===== src/core/pda_pkg.sv =====
package pda_pkg;
	// ==========================================
	// sizes
	localparam int WORD_W = 6;
	localparam int BANK_W = 4;
	localparam int ADDR_W = 10;
	localparam int DPAGE_W = 1;
	localparam int DWORD_W = 4;
	localparam int DADDR_W = 5;
	localparam int STACK_DEPTH = 2;
	// ==========================================
	// reset values and word increment
	localparam logic [5:0] WORD_RST = 6'h00;
	localparam logic [3:0] BANK_RST = 4'h0;
	localparam logic [3:0] BUF_RST = 4'h0;
	localparam logic [4:0] DADDR_RST = 5'h00;
	localparam logic [5:0] WORD_ONE = 6'h01;
	// ==========================================
	// instruction classes presented by the decoder
	typedef enum logic [4:0]
	{
		OP_SEQ = 5'h01,
		OP_LOAD_BUF = 5'h02,
		OP_JUMP = 5'h04,
		OP_CALL = 5'h08,
		OP_RETURN = 5'h10
	} pda_op_e;
	typedef struct packed
	{
		logic [3:0] bank;
		logic [5:0] word;
	} pda_ret_s;
	typedef struct packed
	{
		logic [3:0] bank_address_bits;
		logic [5:0] word_address_bits;
	} pda_rom_addr_s;
endpackage


===== src/core/pda_addressing.sv =====
// Behaviour
// - program memory of 1024 bytes in 16 pages of 64 words is addressed
// - fetch address is word counter low six bits, page register high four
// - page register is four bits, selecting pages zero to fifteen
// - load-buffer instruction writes the operand into buffer, page unchanged
// - jump or call copies the buffer into the page register
// - page register holds unless a jump, call or return changes it
// - return restores saved page together with saved word address
// - word counter is six bits and increments on each fetch other than a jump, call or return
// - power-up clears word counter and page register to zero
// - return stack holds two entries of word and page
// - call pushes the return word address on the same clock edge that transfers control
// - data memory is 32 nibbles in two pages of sixteen
// - data memory is addressed only through the page and word pointers
// - data page is pointer bit zero, word is four-bit word pointer
// - low reset input sets program address to word zero page zero
module pda_addressing #(
	parameter int DEPTH = pda_pkg::STACK_DEPTH
)
(
	input wire logic SYS_CLK,
	input wire logic NRST,
	input wire logic FETCH,
	input wire pda_pkg::pda_op_e OP,
	input wire logic [5:0] OPERAND,
	input wire logic X_WE,
	input wire logic [1:0] X_IN,
	input wire logic Y_WE,
	input wire logic [3:0] Y_IN,
	output pda_pkg::pda_rom_addr_s ROM_ADDR,
	output logic [3:0] BANK_BUFFER,
	output logic [4:0] RAM_ADDR,
	output logic [1:0] STACK_LEVEL
);
	// ==========================================
	// state
	logic [5:0] word_reg, word_next;
	logic [3:0] bank_reg, bank_next;
	logic [3:0] buf_reg, buf_next;
	logic [1:0] x_reg;
	logic [3:0] y_reg;
	logic [4:0] ram_addr_reg;
	logic [1:0] level_reg, level_next;
	logic sp_reg, sp_next;
	// slot of the most recent push, kept apart from the pointer for empty returns
	logic last_reg, last_next;
	logic [1:0] x_next;
	logic [3:0] y_next;
	pda_pkg::pda_ret_s return_stack [DEPTH];
	pda_pkg::pda_rom_addr_s rom_addr_reg;

	// ==========================================
	// decode
	wire is_load = FETCH && (OP == pda_pkg::OP_LOAD_BUF);
	wire is_jump = FETCH && (OP == pda_pkg::OP_JUMP);
	wire is_call = FETCH && (OP == pda_pkg::OP_CALL);
	wire is_ret = FETCH && (OP == pda_pkg::OP_RETURN);
	wire [5:0] word_inc = word_reg + pda_pkg::WORD_ONE;
	// the return address is the word after the call, on the calling page
	wire pda_pkg::pda_ret_s push_val = '{bank: bank_reg, word: word_inc};
	// popping from an empty stack reuses the last slot written
	wire logic stack_empty = (level_reg == 2'h0);
	wire logic pop_sp = stack_empty ? last_reg : ~sp_reg;
	wire pda_pkg::pda_ret_s pop_val = return_stack[pop_sp];

	// ==========================================
	// helpers
	// saturating live-entry count: the two slots are reused, so the count stops at two
	function automatic logic [1:0] level_step(input logic [1:0] lv, input logic up);
		logic [1:0] res;
		res = lv;
		if (up && (lv != 2'h2))
			res = lv + 2'h1;
		else if (!up && (lv != 2'h0))
			res = lv - 2'h1;
		return res;
	endfunction

	// pointer registers only move on their own write strobes
	always_comb
	begin
		x_next = X_WE ? X_IN : x_reg;
		y_next = Y_WE ? Y_IN : y_reg;
	end

	always_comb
	begin
		word_next = word_reg;
		bank_next = bank_reg;
		buf_next = buf_reg;
		sp_next = sp_reg;
		last_next = last_reg;
		level_next = level_reg;
		if (is_load)
		begin
			buf_next = OPERAND[3:0];
			word_next = word_inc;
		end
		else if (is_jump || is_call)
		begin
			bank_next = buf_reg;
			word_next = OPERAND;
			if (is_call)
			begin
				sp_next = ~sp_reg;
				last_next = sp_reg;
				level_next = level_step(level_reg, 1'b1);
			end
		end
		else if (is_ret)
		begin
			bank_next = pop_val.bank;
			word_next = pop_val.word;
			// an empty return leaves the pointer where it is
			if (!stack_empty)
				sp_next = pop_sp;
			level_next = level_step(level_reg, 1'b0);
		end
		else if (FETCH)
		begin
			word_next = word_inc;
		end
	end

	// ==========================================
	// word counter
	always_ff @(posedge SYS_CLK)
	begin
		if (!NRST)
		begin
			word_reg <= pda_pkg::WORD_RST;
		end
		else
		begin
			word_reg <= word_next;
		end
	end

	// ==========================================
	// page register
	always_ff @(posedge SYS_CLK)
	begin
		if (!NRST)
		begin
			bank_reg <= pda_pkg::BANK_RST;
		end
		else
		begin
			bank_reg <= bank_next;
		end
	end

	// ==========================================
	// page buffer
	always_ff @(posedge SYS_CLK)
	begin
		if (!NRST)
		begin
			buf_reg <= pda_pkg::BUF_RST;
		end
		else
		begin
			buf_reg <= buf_next;
		end
	end

	// ==========================================
	// stack pointer
	always_ff @(posedge SYS_CLK)
	begin
		if (!NRST)
		begin
			sp_reg <= 1'b0;
		end
		else
		begin
			sp_reg <= sp_next;
		end
	end

	// ==========================================
	// last pushed slot
	always_ff @(posedge SYS_CLK)
	begin
		if (!NRST)
		begin
			last_reg <= 1'b0;
		end
		else
		begin
			last_reg <= last_next;
		end
	end

	// ==========================================
	// stack level
	always_ff @(posedge SYS_CLK)
	begin
		if (!NRST)
		begin
			level_reg <= 2'h0;
		end
		else
		begin
			level_reg <= level_next;
		end
	end

	// ==========================================
	// data page pointer
	always_ff @(posedge SYS_CLK)
	begin
		if (!NRST)
		begin
			x_reg <= 2'h0;
		end
		else
		begin
			x_reg <= x_next;
		end
	end

	// ==========================================
	// data word pointer
	always_ff @(posedge SYS_CLK)
	begin
		if (!NRST)
		begin
			y_reg <= 4'h0;
		end
		else
		begin
			y_reg <= y_next;
		end
	end

	// stack array has no reset; its content is only read after a write or by an empty return
	always_ff @(posedge SYS_CLK)
	begin
		if (NRST && is_call)
			return_stack[sp_reg] <= push_val;
	end

	// ==========================================
	// fetch address
	// outputs are registered copies so they come straight from flip-flops
	always_ff @(posedge SYS_CLK)
	begin
		if (!NRST)
		begin
			rom_addr_reg <= '{bank_address_bits: pda_pkg::BANK_RST,
				word_address_bits: pda_pkg::WORD_RST};
		end
		else
		begin
			rom_addr_reg <= '{bank_address_bits: bank_next, word_address_bits: word_next};
		end
	end

	// ==========================================
	// data address
	// only pointer bit zero picks the page; bit one is stored but drives no output
	always_ff @(posedge SYS_CLK)
	begin
		if (!NRST)
		begin
			ram_addr_reg <= pda_pkg::DADDR_RST;
		end
		else
		begin
			ram_addr_reg <= {x_next[0], y_next};
		end
	end

	assign ROM_ADDR = rom_addr_reg;
	assign BANK_BUFFER = buf_reg;
	assign RAM_ADDR = ram_addr_reg;
	assign STACK_LEVEL = level_reg;
endmodule


===== config.mk =====
export PLATFORM = sky130hd
export DESIGN_NAME = pda_addressing
export DESIGN_NICKNAME = d
export VERILOG_FILES = /design/src/core/pda_pkg.sv /design/src/core/pda_addressing.sv
export SDC_FILE = /design/constraint.sdc
export NUM_CORES = 1
export LEC_CHECK = 0
export ABC_CLOCK_PERIOD_IN_PS = 2400
export BUFFER_PORTS_ARGS = -buffer_cell sky130_fd_sc_hd__buf_2
export CORE_ASPECT_RATIO = 2
export CORE_UTILIZATION = 27
export CTS_BUF_LIST = sky130_fd_sc_hd__clkbuf_2
export CTS_CLUSTER_SIZE = 12
export DETAILED_ROUTE_END_ITERATION = 7
export GPL_TIMING_DRIVEN = 0
export PLACE_DENSITY = 0.47
export RECOVER_POWER = 25
export SLEW_MARGIN = 20
export SYNTH_ARGS = -nofsm -noshare
export SYNTH_HDL_FRONTEND = slang
export SYNTH_SLANG_ARGS = --single-unit

===== constraint.sdc =====
create_clock -name SYS_CLK -period 2.4 [get_ports SYS_CLK]
set_clock_uncertainty 0.1 [all_clocks]
set_input_delay 0.12 -clock SYS_CLK [delete_from_list [all_inputs] [get_ports SYS_CLK]]
set_output_delay 0.12 -clock SYS_CLK [all_outputs]
set_load 0.02 [all_outputs]

==> impl_metrics.env <==
export IMPL_dr_pass1_iters=4
export IMPL_synth_fp_nets=207
export IMPL_ys_top_cells_by_area="edfxtp_1, dfxtp_1, mux2i_1"
export IMPL_start_kind="flip-flop"
export IMPL_irDropWorstVdd_uv=386.6
export IMPL_cellLeakagePower_nw=0.9778
export IMPL_numCtsBuffers=5
export IMPL_multi_input_area_sq_um=825.8
export IMPL_yosysTopAreaCell="edfxtp_1"
export IMPL_powerDensity_nw_per_um2=588.8
export IMPL_die_area_sq_um=7594
export IMPL_tns_ps=0
export IMPL_rsz0062_at_grt="false"
export IMPL_crit_path_start="STACK_LEVEL[0]$_SDFFE_PN0P_"
export IMPL_routabilityCongestion=0.7607
export IMPL_fmax_mhz=466.3
export IMPL_start_util=0.2812
export IMPL_area_growth_pct=28.97
export IMPL_overflow=0
export IMPL_nFillCells=720
export IMPL_worst_path_max_fanout=10
export IMPL_largest_reg_flops=20
export IMPL_r2r_start="STACK_LEVEL[0]$_SDFFE_PN0P_"
export IMPL_num_rows=43
export IMPL_yosys_area_top_type_share=0.3077
export IMPL_max_slew_margin=0.3103
export IMPL_fin_nets=269
export IMPL_wl_per_cell_microns=16.33
export IMPL_seq_area_frac_synth=0.5436
export IMPL_min_period_ps=2144
export IMPL_synth_edf_count=20
export IMPL_total_power_mw=1.482
export IMPL_mostFrequentLayoutCell="buf_2"
export IMPL_antenna_found_initial=0
export IMPL_diodes=0
export IMPL_drt_iter0_markers=52
export IMPL_die_x_microns=62.12
export IMPL_vias=1703
export IMPL_min_path_type="in2reg"
export IMPL_status="completed"
export IMPL_synth_cells=184
export IMPL_hold_violations=0
export IMPL_fin_util=0.3627
export IMPL_finalMaxSlewViolations=0
export IMPL_grt_max_degree=15
export IMPL_drive_gt1_frac=0.1943
export IMPL_totalWireLength_microns=5502
export IMPL_clk_latency_ps=450
export IMPL_die_h_microns=122.2
export IMPL_synth_seq_cells=43
export IMPL_grt_first_pass_wirelength_microns=8459
export IMPL_clock_path_buffers=2
export IMPL_critPathCaptureType="flip-flop"
export IMPL_cts_tree="done"
export IMPL_path_clk_slew_ps=260
export IMPL_fp_coreArea_sq_um=6940
export IMPL_setup_violations=0
export IMPL_grt_usage=0.1505
export IMPL_regArea_sq_um=1061
export IMPL_synth_area_sq_um=1952
export IMPL_dp_slack_ps=-161.6
export IMPL_critical_path_arrival_ps=2460
export IMPL_cts_htree_levels=2
export IMPL_finalCritPeriodShare=0.8935
export IMPL_hold_start="FETCH"
export IMPL_cts_setup_buffers=0
export IMPL_synth_async_reset_ratio=0
export IMPL_ant_nets=0
export IMPL_boundaryPins=43
export IMPL_path_class="reg2reg"
export IMPL_final_cell_mix="buf_2, dfxtp_1, edfxtp_1"
export IMPL_drc=0
export IMPL_worst_slew_pin_slew_ps=1031
export IMPL_fin_ws_ps=255.6
export IMPL_cts_root_buf="clkbuf_2"
export IMPL_yosysWarningCount=0
export IMPL_place_hpwl_microns=3834
export IMPL_vias_per_cell=5.053
export IMPL_synth_cell_types=46
export IMPL_synth_top_flop_cell="dfxtp_1"
export IMPL_synth_avg_cell_area_sq_um=10.61
export IMPL_clkSinkCount=43
export IMPL_maxCapViolations=0
export IMPL_first_global_vias=1672
export IMPL_port_buffers=37
export IMPL_worstPathRequired_ps=2710
export IMPL_regMostFlops="return_stack"
-- layout make-up --
| type | instances | area share |
|---|---|---|
| clock buffer | 5 | 0.009940 |
| clock inverter | 3 | 0.02634 |
| tap | 90 | 0.04473 |
| inverter | 4 | 0.005964 |
| timing repair buffer | 55 | 0.1426 |
| multi-input combinational | 126 | 0.3280 |
| sequential | 43 | 0.4215 |
| buffer | 11 | 0.02087 |
-- repair_timing --
action / CTS / global route
setup endpoints to repair: 0 / 1
hold buffers: 18 / 0
endpoints found under the hold margin: 16 / 0
gates resized for setup: 0 / 1
-- routing by layer --
layer,vias to the layer above,GRT usage,wire [microns]
met5,-,0,0
met3,5,0.02602,199
met4,0,0.07849,99
met2,51,0.2885,3038
met1,826,0.1531,2165
li1,821,-,-
-- report_power, final --
group	switching (mW)	total, mW	internal (mW)	leakage, nW
clock network	0.255	0.536	0.281	0.0535
registers	0.0136	0.794	0.780	0.369
logic	0.0835	0.153	0.0693	0.555
total	0.352	1.48	1.13	0.978
-- stage by stage --
stage / cell area (sq um) / cells / hold slack [ps]
global placement: 2250 / 311 / 252.7
detailed placement: 2250 / 311 / 263.8
CTS: 2521 / 337 / 7.116
finish: 2517 / 337 / 38.62
floorplan: 1952 / 184 / 163.9
global route: 2517 / 337 / 44.11
-- cell usage after synthesis (all sizes together), types with 2 or more instances --
master	number
and3	10
nor2	14
nor2b	3
mux2i	9
nor3	3
nor3b	2
o32ai	4
o221ai	3
dfxtp	23
nand2	12
a21oi	6
clkbuf	5
buf	6
a211oi	10
o21ai	11
nand2b	2
xor2	2
or4b	3
o31ai	2
or2	2
inv	4
xnor2	3
nand3	6
edfxtp	20
-- cells by family after synthesis --
family | synth area share
xor gates and xnor gates | 0.02244
DFF | 0.5436
AOI/OAI and AO/OA | 0.1641
buffers and inverters | 0.03461
muxes | 0.04616
and+or+nand+nor | 0.1827
adders and majority gates | 0.006409
-- path summary, 6_finish.rpt --
| check | endpoint | slack [ps] | cells after the start |
|---|---|---|---|
| min reg2reg | return_stack[1][6]$_DFFE_PP_ | 380 | 0 |
| max | sp_reg$_SDFFE_PN0P_ | 260 | 5 |
| max reg2reg | sp_reg$_SDFFE_PN0P_ | 260 | 5 |
| min | ROM_ADDR[3]$_SDFFE_PN0P_ | 40 | 4 |
-- worst max-delay path, stage by stage (launching register included) --
cell,delay (ps)
dfxtp_1,500
or3_1,170
clkbuf_1,420
nand2_2,310
a2111o_1,470
a21oi_1,130
(Power assumes the default switching activity.)
